**src/verilog/emc_map.svh**
```systemverilog
// Register indices, field positions, reset values and map constants.
// Assumes inclusion by the package and the main module only.
`ifndef EMC_MAP_SVH
`define EMC_MAP_SVH

// ---------------------------------------------------------------
// Register indices (byte address is four times the index)
// ---------------------------------------------------------------
`define EMC_IDX_PORT_A_VALUE 8'h00
`define EMC_IDX_PORT_A_DIR   8'h02
`define EMC_IDX_MISC         8'h13
`define EMC_IDX_CFG          8'h14
`define EMC_IDX_STATUS       8'h15

// ---------------------------------------------------------------
// Mapping control fields and reset values
// ---------------------------------------------------------------
`define EMC_MISC_SWAP_BIT    7
`define EMC_MISC_NARROW_BIT  6
`define EMC_MISC_FSTR_MSB    5
`define EMC_MISC_FSTR_LSB    4
`define EMC_MISC_XSTR_MSB    3
`define EMC_MISC_XSTR_LSB    2
`define EMC_MISC_LOW_EN_BIT  1
`define EMC_MISC_UP_EN_BIT   0
`define EMC_MISC_RST_EXP     8'h0c
`define EMC_MISC_RST_SC      8'h0f
`define EMC_CFG_EME_BIT      7
`define EMC_CFG_BASE_MSB     4
`define EMC_CFG_RST          8'h00

// ---------------------------------------------------------------
// Address map and strap wait
// ---------------------------------------------------------------
`define EMC_LOW_ARR_START    16'h1000
`define EMC_LOW_SWAP_START   16'h9000
`define EMC_STRAP_WAIT       2'h2

`endif

```
**src/verilog/emc_pkg.sv**
```systemverilog
// Types shared by the mapping and bus control block.
// Assumes emc_map.svh sits on the include path.
package emc_pkg;
    `include "emc_map.svh"

    typedef enum logic [2:0] {
        EMC_NORMAL_SC, EMC_NORMAL_EXP_NARROW, EMC_NORMAL_EXP_WIDE,
        EMC_SPECIAL_SC, EMC_SPECIAL_EXP_NARROW, EMC_SPECIAL_EXP_WIDE,
        EMC_SPECIAL_PERIPH
    } emc_mode_e;

    typedef enum {EMC_IDLE, EMC_ADDR, EMC_DATA} emc_bus_e;

    typedef struct packed {
        logic reg_blk;
        logic port_regs;
        logic follow;
        logic lower;
        logic upper;
        logic external;
    } emc_hit_s;

    typedef struct packed {
        logic [15:0] addr;
        logic        rw;
        logic        wide;
        logic [15:0] wdata;
    } emc_req_s;
endpackage

```
**src/verilog/emc_top.sv**
```systemverilog
// Memory-map and external multiplexed bus control, APB register slave.
// Assumes an E clock pin of about 160 ns and a CPU that splits
// misaligned external words.
//
// The APB register port was decided locally.
`timescale 1ns/1ps
`default_nettype none
`include "emc_map.svh"
module emc_top
    import emc_pkg::*;
(
    // Clock and reset
    input  wire logic            pclk,
    input  wire logic            presetn,
    // APB slave
    input  wire logic            psel,
    input  wire logic            penable,
    input  wire logic            pwrite,
    input  wire logic [11:0]     paddr,
    input  wire logic [31:0]     pwdata,
    output var  logic [31:0]     prdata,
    output var  logic            pready,
    output var  logic            pslverr,
    // Mode straps
    input  wire logic [2:0]      mode_pin,
    // Internal CPU bus
    input  wire logic            cpu_req,
    input  wire emc_pkg::emc_req_s cpu_req_info,
    output var  logic            cpu_ack,
    output var  logic [15:0]     cpu_rdata,
    output var  emc_pkg::emc_hit_s cpu_hit,
    // External multiplexed bus
    input  wire logic            bus_phase_clock,
    output var  logic            ext_busy,
    output var  logic            ext_rw,
    output var  logic            ext_narrow,
    output var  logic            low_byte_strobe_n,
    input  wire logic [7:0]      pa_in,
    output var  logic [7:0]      pa_out,
    output var  logic [7:0]      pa_oe,
    input  wire logic [7:0]      lo_in,
    output var  logic [7:0]      lo_out,
    output var  logic            lo_oe
);
    // ---------------------------------------------------------------
    // Synchronised pins
    // ---------------------------------------------------------------
    logic       e_s;
    logic [2:0] mode_s;
    logic [7:0] pa_s;
    logic [7:0] lo_s;

    emc_sync #(.W(20)) u_sync (
        .clk   (pclk),
        .rst_n (presetn),
        .d     ({bus_phase_clock, mode_pin, pa_in, lo_in}),
        .q     ({e_s, mode_s, pa_s, lo_s})
    );

    // ---------------------------------------------------------------
    // State
    // ---------------------------------------------------------------
    emc_mode_e   mode_ff;
    emc_bus_e    st_ff;
    emc_req_s    req_ff;
    logic [7:0]  misc_ff;
    logic [7:0]  cfg_ff;
    logic [7:0]  pa_val_ff;
    logic [7:0]  pa_dir_ff;
    logic        locked_ff;
    logic        strap_done_ff;
    logic [1:0]  strap_cnt_ff;
    logic        e_prev_ff;
    logic [1:0]  stretch_ff;
    logic [2:0]  e_per_ff;

    function automatic emc_mode_e to_mode(input logic [2:0] m);
        unique case (m)
            3'h0:    to_mode = EMC_NORMAL_SC;
            3'h1:    to_mode = EMC_NORMAL_EXP_NARROW;
            3'h2:    to_mode = EMC_NORMAL_EXP_WIDE;
            3'h3:    to_mode = EMC_SPECIAL_SC;
            3'h4:    to_mode = EMC_SPECIAL_EXP_NARROW;
            3'h5:    to_mode = EMC_SPECIAL_EXP_WIDE;
            3'h6:    to_mode = EMC_SPECIAL_PERIPH;
            default: to_mode = EMC_NORMAL_SC;
        endcase
    endfunction

    wire is_sc      = (mode_ff == EMC_NORMAL_SC) || (mode_ff == EMC_SPECIAL_SC);
    wire is_periph  = (mode_ff == EMC_SPECIAL_PERIPH);
    wire is_exp     = !is_sc && !is_periph;
    wire is_narrow  = (mode_ff == EMC_NORMAL_EXP_NARROW) ||
                      (mode_ff == EMC_SPECIAL_EXP_NARROW);
    wire is_special = (mode_ff >= EMC_SPECIAL_SC);
    wire e_rise     = e_s && !e_prev_ff;
    wire e_fall     = !e_s && e_prev_ff;

    // ---------------------------------------------------------------
    // Address decode
    // ---------------------------------------------------------------
    function automatic emc_hit_s decode(input logic [15:0] a);
        emc_hit_s h;
        logic     in_blk;
        logic     in_reg;
        logic     port_ab;
        logic     port_e;
        h      = '0;
        in_blk = (a[15:11] == cfg_ff[`EMC_CFG_BASE_MSB:0]);
        in_reg = in_blk && (a[10:9] == 2'h0);
        port_ab = in_reg && (a[8:2] == 7'h00);
        port_e  = in_reg && (a[8:1] == 8'h04);
        // port A registers usable while mapped
        h.port_regs = port_ab && is_sc;
        // first 16 registers gone in peripheral mode
        h.reg_blk = in_reg && !(is_periph && a[8:4] == 5'h00) && !(is_exp && port_ab) &&
                    !(is_exp && cfg_ff[`EMC_CFG_EME_BIT] && port_e) && !h.port_regs;
        if (misc_ff[`EMC_MISC_SWAP_BIT]) begin
            h.lower = (a >= `EMC_LOW_SWAP_START) && misc_ff[`EMC_MISC_LOW_EN_BIT];
            h.upper = !a[15] && misc_ff[`EMC_MISC_UP_EN_BIT];
        end else begin
            h.lower = !a[15] && (a >= `EMC_LOW_ARR_START) && misc_ff[`EMC_MISC_LOW_EN_BIT];
            h.upper = a[15] && misc_ff[`EMC_MISC_UP_EN_BIT];
        end
        h.lower = h.lower && !in_reg;
        h.upper = h.upper && !in_reg;
        // external space only exists in expanded modes
        h.external = is_exp && !h.reg_blk && !h.port_regs && !h.lower && !h.upper;
        // follow space directly after the block
        h.follow = h.external && in_blk && (a[10:9] == 2'h1);
        return h;
    endfunction

    // ---------------------------------------------------------------
    // Mode strap capture and E edge detect
    // ---------------------------------------------------------------
    always_ff @(posedge pclk or negedge presetn) begin
        if (!presetn) begin
            strap_cnt_ff  <= 2'h0;
            strap_done_ff <= 1'b0;
            mode_ff       <= EMC_NORMAL_SC;
            e_prev_ff     <= 1'b0;
        end else begin
            e_prev_ff <= e_s;
            if (!strap_done_ff) begin
                strap_cnt_ff <= strap_cnt_ff + 2'h1;
                if (strap_cnt_ff == `EMC_STRAP_WAIT) begin
                    strap_done_ff <= 1'b1;
                    mode_ff       <= to_mode(mode_s);
                end
            end
        end
    end

    // ---------------------------------------------------------------
    // APB registers
    // ---------------------------------------------------------------
    wire [7:0] idx      = paddr[9:2];
    wire       aligned  = (paddr[1:0] == 2'h0) && (paddr[11:10] == 2'h0);
    wire       pa_map   = is_sc;
    wire       known    = aligned && ((idx == `EMC_IDX_MISC) || (idx == `EMC_IDX_CFG) ||
                          (idx == `EMC_IDX_STATUS) ||
                          (pa_map && (idx == `EMC_IDX_PORT_A_VALUE ||
                                      idx == `EMC_IDX_PORT_A_DIR)));
    wire       apb_wr   = psel && penable && pready && pwrite && known;
    wire [7:0] pa_read  = (pa_val_ff & pa_dir_ff) | (pa_s & ~pa_dir_ff);

    always_ff @(posedge pclk or negedge presetn) begin
        if (!presetn) begin
            pready  <= 1'b0;
            pslverr <= 1'b0;
            prdata  <= 32'h0;
        end else begin
            pready  <= psel && !penable;
            pslverr <= psel && !penable && !known;
            prdata  <= 32'h0;
            if (psel && !penable && known && !pwrite) begin
                unique case (idx)
                    `EMC_IDX_PORT_A_VALUE: prdata[7:0] <= pa_read;
                    `EMC_IDX_PORT_A_DIR:   prdata[7:0] <= pa_dir_ff;
                    `EMC_IDX_MISC:         prdata[7:0] <= misc_ff;
                    `EMC_IDX_CFG:          prdata[7:0] <= cfg_ff;
                    default:               prdata[7:0] <= {2'h0, st_ff != EMC_IDLE,
                                                           locked_ff, is_special, mode_ff};
                endcase
            end
        end
    end

    // Mapping control: straps pick the enable reset value after release
    always_ff @(posedge pclk or negedge presetn) begin
        if (!presetn) begin
            misc_ff   <= `EMC_MISC_RST_EXP;
            locked_ff <= 1'b0;
        end else if (!strap_done_ff) begin
            if (strap_cnt_ff == `EMC_STRAP_WAIT) begin
                misc_ff <= (to_mode(mode_s) == EMC_NORMAL_SC ||
                            to_mode(mode_s) == EMC_SPECIAL_SC) ?
                           `EMC_MISC_RST_SC : `EMC_MISC_RST_EXP;
            end
        end else if (apb_wr && idx == `EMC_IDX_MISC && (is_special || !locked_ff)) begin
            misc_ff   <= pwdata[7:0];
            locked_ff <= 1'b1;
        end
    end

    always_ff @(posedge pclk or negedge presetn) begin
        if (!presetn) begin
            cfg_ff    <= `EMC_CFG_RST;
            pa_val_ff <= 8'h00;
            pa_dir_ff <= 8'h00;
        end else if (apb_wr) begin
            if (idx == `EMC_IDX_CFG) begin
                cfg_ff <= pwdata[7:0];
            end
            // port A registers written while mapped
            if (idx == `EMC_IDX_PORT_A_VALUE) begin
                pa_val_ff <= pwdata[7:0];
            end
            if (idx == `EMC_IDX_PORT_A_DIR) begin
                pa_dir_ff <= pwdata[7:0];
            end
        end
    end

    // ---------------------------------------------------------------
    // CPU access and external bus sequencer
    // ---------------------------------------------------------------
    emc_hit_s hit;
    assign hit = decode(cpu_req_info.addr);
    // Narrow data path: narrow modes always, wide modes by narrow bit in follow space
    // narrow bit only in expanded wide
    wire go_narrow = is_narrow || (hit.follow && misc_ff[`EMC_MISC_NARROW_BIT]);
    // external words never misaligned, CPU splits them first
    wire go_wide   = cpu_req_info.wide && !cpu_req_info.addr[0];

    always_ff @(posedge pclk or negedge presetn) begin
        if (!presetn) begin
            st_ff             <= EMC_IDLE;
            req_ff            <= '0;
            cpu_ack           <= 1'b0;
            cpu_rdata         <= 16'h0;
            cpu_hit           <= '0;
            stretch_ff        <= 2'h0;
            ext_busy          <= 1'b0;
            ext_rw            <= 1'b1;
            ext_narrow        <= 1'b0;
            low_byte_strobe_n <= 1'b1;
        end else begin
            cpu_ack <= 1'b0;
            unique case (st_ff)
                EMC_IDLE: begin
                    if (strap_done_ff && cpu_req && !cpu_ack) begin
                        cpu_hit   <= hit;
                        req_ff    <= cpu_req_info;
                        cpu_rdata <= 16'h0;
                        if (hit.external) begin
                            st_ff             <= EMC_ADDR;
                            ext_busy          <= 1'b1;
                            ext_rw            <= cpu_req_info.rw;
                            ext_narrow        <= go_narrow;
                            req_ff.wide       <= go_wide;
                            low_byte_strobe_n <= go_wide ? cpu_req_info.addr[0] :
                                                 !cpu_req_info.addr[0];
                            stretch_ff <= hit.follow ?
                                misc_ff[`EMC_MISC_FSTR_MSB:`EMC_MISC_FSTR_LSB] :
                                misc_ff[`EMC_MISC_XSTR_MSB:`EMC_MISC_XSTR_LSB];
                        end else begin
                            cpu_ack <= 1'b1;
                        end
                    end
                end
                EMC_ADDR: begin
                    if (e_rise) begin
                        st_ff <= EMC_DATA;
                    end
                end
                EMC_DATA: begin
                    // outputs held until stretch runs out
                    if (e_fall) begin
                        if (stretch_ff == 2'h0) begin
                            st_ff    <= EMC_IDLE;
                            ext_busy <= 1'b0;
                            ext_rw   <= 1'b1;
                            cpu_ack  <= 1'b1;
                            if (!ext_narrow) begin
                                cpu_rdata <= {pa_s, lo_s};
                            end else if (req_ff.addr[0]) begin
                                cpu_rdata <= {8'h00, pa_s};
                            end else begin
                                cpu_rdata <= {pa_s, 8'h00};
                            end
                        end else begin
                            stretch_ff <= stretch_ff - 2'h1;
                        end
                    end
                end
            endcase
        end
    end

    // ---------------------------------------------------------------
    // Port A and low lane pins
    // ---------------------------------------------------------------
    always_ff @(posedge pclk or negedge presetn) begin
        if (!presetn) begin
            pa_out <= 8'h00;
            pa_oe  <= 8'h00;
            lo_out <= 8'h00;
            lo_oe  <= 1'b0;
        end else if (is_sc) begin
            pa_out <= pa_val_ff;
            pa_oe  <= pa_dir_ff;
            lo_out <= 8'h00;
            lo_oe  <= 1'b0;
        end else begin
            lo_out <= (st_ff == EMC_DATA) ? req_ff.wdata[7:0] : req_ff.addr[7:0];
            lo_oe  <= (st_ff == EMC_ADDR) ||
                      (st_ff == EMC_DATA && !ext_rw && !ext_narrow);
            if (st_ff == EMC_DATA) begin
                pa_out <= (ext_narrow && req_ff.addr[0]) ? req_ff.wdata[7:0] :
                          req_ff.wdata[15:8];
            end else begin
                pa_out <= req_ff.addr[15:8];
            end
            pa_oe <= {8{(st_ff == EMC_ADDR) || (st_ff == EMC_DATA && !ext_rw)}};
        end
    end

    // ---------------------------------------------------------------
    // Checks
    // ---------------------------------------------------------------
    // E periods spent in one external access
    always_ff @(posedge pclk or negedge presetn) begin
        if (!presetn) begin
            e_per_ff <= 3'h0;
        end else if (st_ff == EMC_IDLE) begin
            e_per_ff <= 3'h0;
        end else if (st_ff == EMC_DATA && e_fall) begin
            e_per_ff <= e_per_ff + 3'h1;
        end
    end
endmodule
`default_nettype wire

```
**src/verilog/emc_sync.sv**
```systemverilog
// Two-stage synchroniser for pins from outside the pclk domain.
// Assumes each bit is an independent level.
`timescale 1ns/1ps
`default_nettype none
module emc_sync #(
    parameter int W = 1
) (
    input  wire logic         clk,
    input  wire logic         rst_n,
    input  wire logic [W-1:0] d,
    output var  logic [W-1:0] q
);
    logic [W-1:0] meta_ff;

    always_ff @(posedge clk or negedge rst_n) begin
        if (!rst_n) begin
            meta_ff <= '0;
            q       <= '0;
        end else begin
            meta_ff <= d;
            q       <= meta_ff;
        end
    end
endmodule
`default_nettype wire

```
**config.mk**
```make
export PLATFORM = sky130hd
export DESIGN_NAME = emc_top
export DESIGN_NICKNAME = d
export VERILOG_FILES = /design/src/verilog/emc_pkg.sv /design/src/verilog/emc_top.sv /design/src/verilog/emc_sync.sv
export VERILOG_INCLUDE_DIRS = /design/src /design/src/verilog
export SDC_FILE = /design/constraint.sdc
export NUM_CORES = 1
export LEC_CHECK = 0
export BUFFER_PORTS_ARGS = -buffer_cell sky130_fd_sc_hd__buf_2
export CORE_MARGIN = 2
export CORE_UTILIZATION = 50
export DETAILED_ROUTE_END_ITERATION = 10
export GPL_TIMING_DRIVEN = 0
export PLACE_DENSITY = 0.84
export SLEW_MARGIN = 5
export SYNTH_ARGS = -nofsm -noshare
export SYNTH_HDL_FRONTEND = slang
export SYNTH_SLANG_ARGS = --single-unit
```
**constraint.sdc**
```tcl
create_clock -name pclk -period 4.7 [get_ports pclk]
set_input_delay 0.47 -clock pclk [delete_from_list [all_inputs] [get_ports pclk]]
set_output_delay 0.47 -clock pclk [all_outputs]
set_load 0.05 [all_outputs]
```
* Word level (Yosys, flattened, before mapping) *
Index checks and enable logic that the tools add are counted.

storage, ports and cells
  register bits after elaboration = 208
  bits in latches = 0
  bits in writable memories = 0
  memory bits (read-only) = 0
  output and inout port bits = 86
  word-level logic and storage cells = 232
  memories kept = 0

cells by class
  add/subtract/negate cells = 2
  multiply operators = 0
  div/mod/pow operators = 0
  $lt $le $gt $ge = 3
  eq/ne operators = 30
  shift-type cells = 0
  mux-type cells = 53
  bitwise operators = 5
  reduce and logical (&&, ||, !) cells = 105

operators by type and width
  operator              count
  $mux 32               5
  $pmux 32 s3           1
  $mux 16               5
  $mux 8                10
  $eq 32x2->1 const B   2
  $logic_and 1x1->1     48
  $eq 32x1->1 const B   1
  $eq 32x3->1 const B   1
  $logic_not 32->1      1
  $pmux 16 s2           1
  $pmux 8 s4            1
  $reduce_bool 32->1    1
  $eq 8x5->1 const B    3
  $logic_not 1->1       21
  $pmux 3 s6            1
  $and 8x8->8           2
  $ge 16x13->1 const B  1
  $ge 16x16->1 const B  1
  $mux 1                16
  $eq 3x3->1 const B    5
  $reduce_and 5->1      3
  $mux 2                7
  $reduce_and 2->1      7
  $eq 3x2->1 const B    4
  other kinds (26)      50

* Logic depth before layout (Yosys ltp) *
Gate-level depths: netlist (run 1).

  depth after elaboration = 20
  mapped depth = 9
  depth with buffers taken out = 8

* Cells and area by module *
A second synthesis (run 1) with hierarchy kept.

unflattened totals
  cell total of the unflattened synthesis = 696
  area, all modules = 7494.7 sq um

modules (own cells, without submodules)
  module    times used  cells each  area an instance (sq um)  sequential area each (sq um)
  emc_top   1           656         6493.7                    3458.3
  emc_sync  1           40          1001.0                    1001.0

* Worst setup path before layout (run 1) *
No wires, ideal clock.

  path kind = in2reg
  start = in paddr[5]
  end = reg pa_val_ff[2]
  library setup time = 0.125 ns
  data arrival time = 2.165 ns
  data required time = 4.575 ns
  slack = 2.410 ns
  stages = 7
  cells stage by stage = or4_4 > buf_6 > or4_4 > buf_6 > nor2_8 > nand2_4 > mux2_4

between the ends
  longest elaborated chain between the ends = 7
  elaborated cells between the ends (all ways) = 13
  those cells by class = 4 x eq/ne; 9 x reduce/logical

RTL lines
  element                                                RTL line                        RTL
  start: declaration                                     emc_top.sv:19                   input wire logic [11:0] paddr,
  $eq 8x5->1 (tied with other cells)                     --
  $logic_or 1x1->1 (on tied branches)                    --
  $logic_or 1x1->1 or $logic_and 1x1->1 (tied branches)  emc_top.sv:161, emc_top.sv:163
  $logic_or 1x1->1                                       emc_top.sv:161                  wire known = aligned && ((idx == `EMC_IDX_MISC) || (idx == `EMC_IDX_CFG) ||
  $logic_and 1x1->1                                      emc_top.sv:161
  $logic_and 1x1->1                                      emc_top.sv:165                  wire apb_wr = psel && penable && pready && pwrite && known;
  $reduce_and 2->1 (no line) (*)                         --
  end signal: assignment                                 emc_top.sv:218                  pa_val_ff <= pwdata[7:0];
  end: declaration                                       emc_top.sv:68                   logic [7:0] pa_val_ff;

Every way passes the cells marked *; elsewhere a longest branch is shown, timed or not.
A chain may end at the register's enable or synchronous reset.

* Worst setup path in the final report (run 1) *
  start = reg st_ff[0]
  end = reg cpu_rdata[8]

between the ends
  longest elaborated chain between the ends = 3
  elaborated cells between the ends (all ways) = 8
  those cells by class = 4 x eq/ne; 1 x mux; 3 x reduce/logical

RTL lines
  element                                                    RTL line        RTL
  start: declaration                                         emc_top.sv:64   emc_bus_e st_ff;
  start signal: assignment                                   emc_top.sv:239  st_ff <= EMC_IDLE;
  start signal: assignment                                   emc_top.sv:258  st_ff <= EMC_ADDR;
  start signal: assignment                                   emc_top.sv:275  st_ff <= EMC_DATA;
  $eq 32x2->1 or $logic_not 32->1 (tied branches)            emc_top.sv:251  unique case (st_ff)
  $ne 2x2->1 (no line) or $reduce_bool 2->1 (tied branches)  --
  $reduce_and 4->1 (no line)                                 --
  end signal: assignment                                     emc_top.sv:287  cpu_rdata <= {pa_s, lo_s};
  end signal: assignment                                     emc_top.sv:289  cpu_rdata <= {8'h00, pa_s};
  end signal: assignment                                     emc_top.sv:291  cpu_rdata <= {pa_s, 8'h00};
  end: declaration                                           emc_top.sv:30   output var logic [15:0] cpu_rdata,

Several ways; a longest one is shown, not always the timed one.

==> summary.md, run 1 <==
| Metric | Value |
|---|---|
| Clk sinks | 178 |
| Boundary Pins | 190 |
| Pwr Density | 547 mW/mm^2 |
| Leak pwr | 4.71 nW |
| Die outline width | 127 um |
| Distinct cells, synth | 60 |
| Slowest cell on crit path | nor3_2 |
| Outcome | finished clean |
| Global-route wire length before repair | 29.6 mm |
| Worst min path class | input port to register |
| Setup Buffers After CTS | 0 |
| Routed vias | 5,904 |
| Worst skew pair latency | 0.44 ns |
| Setup violators final | 0 |
| Worst r2r path cells | 7 |
| #FFs+latches synth | 178 |
| Router iterations before antenna repair | 5 |
| Largest net degree at the start of global routing | 125 |
| Sequential-to-total area share from yosys stat | 0.594 |
| Worst Path Max Fanout | 9 |
| H-tree depth | 4 |
| Routed Antenna Nets | 0 |
| Combinational power share | 0.313 |
| Post-synth EDFFs | 0 |
| Yosys warning total | 0 |
| Number of port buffers | 140 |
| Reg area | 0.00446 mm^2 |
| Max Root-Sink Buffers | 2 |
| Hold_buf cts | 1 |
| Synthesized instance count | 703 |
| Vias per cell | 5.44 |
| GRT Overall Usage | 0.241 |
| Largest stage delay, worst path | 0.57 ns |
| CTS Buf Count | 17 |
| Hold depth | 1 |
| Peak VDD IR | 0.287 mV |
| Post-layout min period | 2.63 ns |
| Cell mode on critical path | inv_1 |
| Post-synth ARST share | 1.00 |
| Area growth, synth to finish | 22.2% |
| Slew @ Worst Pin | 0.943 ns |
| Fin. Hold Viols | 0 |
| Core area | 0.0146 mm^2 |
| Number of global-route vias before repair | 5,789 |
| TritonCTS clock tree | done |
| Fin. max-slew vios | 0 |
| Commonest non-fill, non-tap cell in the layout | dfrtp_1 |
| Total grt overflow | 0 |
| Avg Cell Area, Syn | 10.7 um^2 |
| Root Buffer | clkbuf_16 |
| CP delay by family, top | simple AND/OR/NAND/NOR gates |
| Sequential Power Share | 0.404 |
| Max Cap Viol | 0 |
| Primary FF master, synth | dfrtp_1 |
| Hpwl dp | 13.5 mm |
| Layout cells sized above 1 | 0.279 |
| Fin Setup TNS | 0 ns |
| P_sw | 1.94 mW |
| Max-Slew Margin vs Limit | 0.367 |
| Area of the multi-input gates | 0.00276 mm^2 |
| Fmax | 380 MHz |
| RSZ-0062 raised after global routing | false |
| Buf/Inv on CP | 2 |
| Die Footprint | 0.0160 mm^2 |
| Final period util | 0.559 |
| P_int | 3.08 mW |
| Mapped cell area | 0.00751 mm^2 |
| Clock power frac | 0.283 |
| Cts repair resizes | 0 |
| Iter 0 DRT Violations | 547 |
| Req. time, crit path | 5.07 ns |
| Arrival @ worst endpoint | 3.00 ns |
| Most frequent cells in the layout | dfrtp_1 (174), nand2_1 (170), buf_2 (143) |
| Antenna violations before repair | 2 |
| Die height | 127 um |
| Sw frac | 0.386 |
| Fillers | 1,165 |
| Nets | 996 |
| Total power | 5.02 mW |
| CTS clock-pin slew for the worst setup and hold paths | 0.06 ns |
| WP depth | 7 |
| CP Capture Type | register |
| # DRC | 0 |
| WL/cell | 17.0 um |
| Rows | 44 |
| Clk_skew | 0.00590 ns |
| Gpl congestion | 0.901 |
| Starting Density | 0.515 |
| Crit path launch type | register |
| Routed wire length | 18.4 mm |
| Critical Path, Cell by Cell | inv_1, ha_1, inv_1, nor3_2, o21bai_1, nor2_1, a22o_1 |
| Crit Path Category | register to register |
cells in the mapped netlist, types with 7 or more instances:
cell type / count / area (um^2)
a22o_1: 9 / 78.8
buf_4: 24 / 180
nor2_1: 30 / 113
o21ai_0: 46 / 230
a21oi_1: 24 / 120
a221oi_1: 8 / 70.1
nor3_1: 7 / 35.0
mux2_2: 19 / 214
clkbuf_1: 23 / 86.3
nand3_1: 23 / 115
xnor2_1: 8 / 70.1
mux2i_1: 15 / 150
dfrtp_1: 174 / 4350
nand2_1: 170 / 638
inv_1: 15 / 56.3
a21o_1: 10 / 75.1
per-stage QoR:
step / area (um^2) / worst slack [ns] / std cells / utilization / hold WS [ns]
floorplan: 7590 / 2.41 / 726 / - / 0.174
global placement: 8520 / 0.474 / 1050 / 0.584 / 0.333
detailed placement: 8560 / 1.99 / 1051 / 0.587 / 0.335
CTS: 9170 / 2.10 / 1083 / 0.628 / 0.125
global route: 9170 / 1.84 / 1084 / 0.629 / 0.123
finish: 9170 / 2.07 / 1085 / 0.629 / 0.136
cells by family after synthesis:
kind of cell | Yosys count | synth area share
flip-flops | 178 | 0.594
adder cells (fa/ha/maj) | 5 | 0.00833
AO/OA/AOI/OAI | 123 | 0.105
buffers and inverters | 70 | 0.0497
multiplexers | 40 | 0.0605
XOR/XNOR | 10 | 0.0117
other | 1 | 0.000500
AND/OR/NAND/NOR | 276 | 0.170
flip-flops by register name, summed over array words and instances (netlist names), 16 cells and up:
register        count
req_ff             32
u_sync.q           20
u_sync.meta_ff     20
cpu_rdata          16
final timing paths:
kind                                                    from                           to  slack, ns
worst max-delay path                    st_ff[0]$_DFFE_PN0P_     cpu_rdata[8]$_DFFE_PN0P_       2.07
worst min-delay path                                lo_in[6]  u_sync.meta_ff[6]$_DFF_PN0_       0.14
worst max register to register          st_ff[0]$_DFFE_PN0P_     cpu_rdata[8]$_DFFE_PN0P_       2.07
worst min register to register  u_sync.meta_ff[12]$_DFF_PN0_       u_sync.q[12]$_DFF_PN0_       0.35
max in group asynchronous                            presetn          prdata[2]$_DFF_PN0_       3.24
min in group asynchronous                            presetn          lo_out[6]$_DFF_PN0_       0.54
area by class of cell:
cell class	count	area share
tap	184	0.0251
multi-input combinational	478	0.301
clock buffer	21	0.0513
buffer	54	0.0341
antenna	2	0.000546
sequential	178	0.486
inverter	16	0.00655
clock inverter	10	0.0136
timing repair buffer	142	0.0816
metal layers:
layer	vias to the layer above	wire length, um	track usage
li1	2712	-	-
met1	2862	7400	0.318
met2	282	8860	0.383
met3	46	1620	0.0658
met4	2	520	0.0931
met5	-	13	0
power by group through the flow:
stage               combinational (mW)  clock [mW]  sequential (mW)
floorplan                        0.632           0             2.51
global placement                  1.52           0             2.04
detailed placement                1.56           0             2.05
CTS                               1.57        1.44             2.02
global route                      1.69        1.52             2.05
finish                            1.57        1.42             2.03
(Power assumes the default switching activity.)
==> run 2: changes to the inputs <==
Settings changed: CORE_UTILIZATION 50 to 48.
Clock period 4.7 ns to 2.35 ns, I/O delays scaled along.
==> summary.md, run 2 (synthesis gave the netlist of run 1 again) <==
| Metric | Value |
|---|---|
| Outcome | finished clean |
| Nets | 1,029 (+3.3%) |
| Global-route wire length before repair | 30.1 mm (+1.8%) |
| Largest stage delay, worst path | 0.35 ns (-0.22 ns) |
| CTS Buf Count | 17 (unchanged) |
| Slowest cell on crit path | dfrtp_1 |
| CP Capture Type | register |
| Critical path origin | mode_ff[1]$_DFFE_PN0P_ |
| Vias per cell | 5.30 (-2.5%) |
| TritonCTS clock tree | done |
| Core area | 0.0153 mm^2 (+4.6%) |
| Worst min path class | input port to register |
| Starting Density | 0.492 (-0.0226) |
| Number of port buffers | 140 (unchanged) |
| Worst Path Max Fanout | 8 (-1) |
| Peak VDD IR | 0.639 mV (+120%) |
| Antenna violations before repair | 3 (+1) |
| Clk_skew | 0.0113 ns (+0.00544 ns) |
| Dpl cells | 1,078 (+2.6%) |
| Total grt overflow | 0 (unchanged) |
| Critical Path, Cell by Cell | buf_2, xor2_2, o41ai_2, o2111ai_2, buf_4, nor3_4, buf_12, mux2_2 |
| Root Buffer | clkbuf_16 |
| Total power | 10.0 mW (+99%) |
| Die Footprint | 0.0167 mm^2 (+4.0%) |
| Die height | 129 um (+2.0%) |
| Rows | 45 (+2.3%) |
| FF-to-FF setup slack | 0.07 ns (-2.00 ns) |
| Fillers | 1,235 (+6.0%) |
| Slew @ Worst Pin | 0.872 ns (-0.0715 ns) |
| Hpwl dp | 13.6 mm (+0.59%) |
| Fmax | 439 MHz (+15%) |
| Fin Setup TNS | 0 ns (unchanged) |
| Crit Path Category | register to register |
| Largest net degree at the start of global routing | 106 (-15%) |
| Worst r2r path cells | 8 (+1) |
| Max FFs per register | 32 (unchanged) |
| Req. time, crit path | 2.67 ns (-2.40 ns) |
| Largest register by flop count | req_ff |
| Critical path destination | cfg_ff[4]$_DFFE_PN0P_ |
| Routed vias | 6,084 (+3.0%) |
| Routed Antenna Nets | 0 (unchanged) |
| Max Root-Sink Buffers | 2 (unchanged) |
| Leak pwr | 4.88 nW (+3.6%) |
| Reg-to-Reg Start | mode_ff[1]$_DFFE_PN0P_ |
| Area growth, synth to finish | 28.0% |
| Routed wire length | 19.4 mm (+5.5%) |
| Most frequent cells in the layout | dfrtp_1 (174), nand2_1 (170), buf_2 (142) |
| Post-layout min period | 2.28 ns (-0.350 ns) |
| Fin. Hold Viols | 0 (unchanged) |
| H-tree depth | 4 (unchanged) |
| Top flop regs | req_ff (32), u_sync.meta_ff (20), u_sync.q (20) |
| Worst skew pair latency | 0.44 ns (about the same) |
| Router iterations before antenna repair | 6 (+1) |
| Final period util | 0.970 (+0.411) |
| Gpl congestion | 0.871 (-3.3%) |
| Setup violators final | 0 (unchanged) |
| Max Cap Viol | 0 (unchanged) |
| Reg-to-reg critical path endpoint | cfg_ff[4]$_DFFE_PN0P_ |
| Fin. max-slew vios | 0 (unchanged) |
| # DRC | 0 (unchanged) |
| CTS clock-pin slew for the worst setup and hold paths | 0.07 ns (about the same) |
| Iter 0 DRT Violations | 549 (+0.37%) |
| Commonest non-fill, non-tap cell in the layout | dfrtp_1 |
| Layout cells sized above 1 | 0.287 (+0.00805) |
| Non-Filler Instances | 1,147 (+5.7%) |
| Number of global-route vias before repair | 5,888 (+1.7%) |
| WL/cell | 16.9 um (-0.24%) |
| Die outline width | 129 um (+2.0%) |
| GRT Overall Usage | 0.242 (+0.000776) |
| Pwr Density | 1040 mW/mm^2 (+90%) |
| Crit path launch type | register |
| Boundary Pins | 190 (unchanged) |
| Arrival @ worst endpoint | 2.60 ns (-0.40 ns) |
| Clk sinks | 178 (unchanged) |
| Max-Slew Margin vs Limit | 0.418 (+0.0507) |
## run 2: cell types whose count changed in the layout (fill, tap and decap cells not counted), moves of 3 or more
cell | before | now
buf_4 | 24 | 27
nor2_1 | 30 | 25
dlygate4sd3_1 | 1 | 34
nor2_4 | 2 | 6
inv_8 | 0 | 5
clkbuf_8 | 3 | 0
clkbuf_1 | 24 | 19
## run 2: critical path, delay by kind of cell, from the launching register on
family,cells,cell delay [ns]
xor+xnor,1,0.22
compound gates,2,0.51
buf+inv,3,0.54
simple gates,1,0.20
mux,1,0.33
flops,1,0.35
## run 2: final cells by class
class / instances / area (um^2) / share of cell area
timing repair buffer: 178 / 1110 / 0.116
buffer: 51 / 305 / 0.0318
clock inverter: 15 / 139 / 0.0145
antenna: 3 / 7.51 / 0.000781
inverter: 16 / 60.1 / 0.00625
clock buffer: 17 / 425 / 0.0443
tap: 211 / 264 / 0.0275
multi-input combinational: 478 / 2840 / 0.295
sequential: 178 / 4460 / 0.464
## run 2: per-stage QoR
step           instance area [um^2]  hold slack, ns  utilization  setup slack [ns]
6_report                       9610          0.0130        0.630            0.0707
3_5_place_dp                   8600           0.239        0.563            -0.236
3_3_place_gp                   8560           0.334        0.561             -1.65
2_1_floorplan                  7590         -0.0606            -             0.277
5_1_grt                        9610          0.0140        0.630           -0.0295
4_1_cts                        9530         0.00374        0.624            0.0132
## run 2: how the worst min path moves through the flow
stage	start	endpoint	slack, ns	depth (start not counted)
global placement	u_sync.meta_ff[7]$_DFF_PN0_	u_sync.q[7]$_DFF_PN0_	0.33	0
floorplan	presetn	cfg_ff[0]$_DFFE_PN0P_	-0.06	0
detailed placement	presetn	lo_out[7]$_DFF_PN0_	0.24	1
CTS	cpu_req_info[0]	req_ff[0]$_DFFE_PN0P_	0.004	3
global route	cpu_req_info[0]	req_ff[0]$_DFFE_PN0P_	0.01	3
finish	cpu_req_info[0]	req_ff[0]$_DFFE_PN0P_	0.01	3
## run 2: repair_timing
action	CTS	global route
hold endpoints to repair	105	0
cloned	0	0
gates resized for setup	6	15
setup endpoints to repair	38	40
hold buffers	34	0
buffers inserted	1	2
pin swaps	1	3
## run 2: metal layers
metal	routed length, um	part of all wire	global-route usage
met1	7750	0.40	0.311
met3	1670	0.086	0.0582
met2	9260	0.48	0.384
met5	0	0	0
met4	750	0.039	0.127
## run 2: power breakdown
part | total (mW) | switching [mW] | internal (mW) | leakage [nW]
Combinational | 3.24 | 2.37 | 0.868 | 2.34
Sequential | 4.07 | 0.376 | 3.69 | 2.26
Clock | 2.70 | 1.30 | 1.40 | 0.281
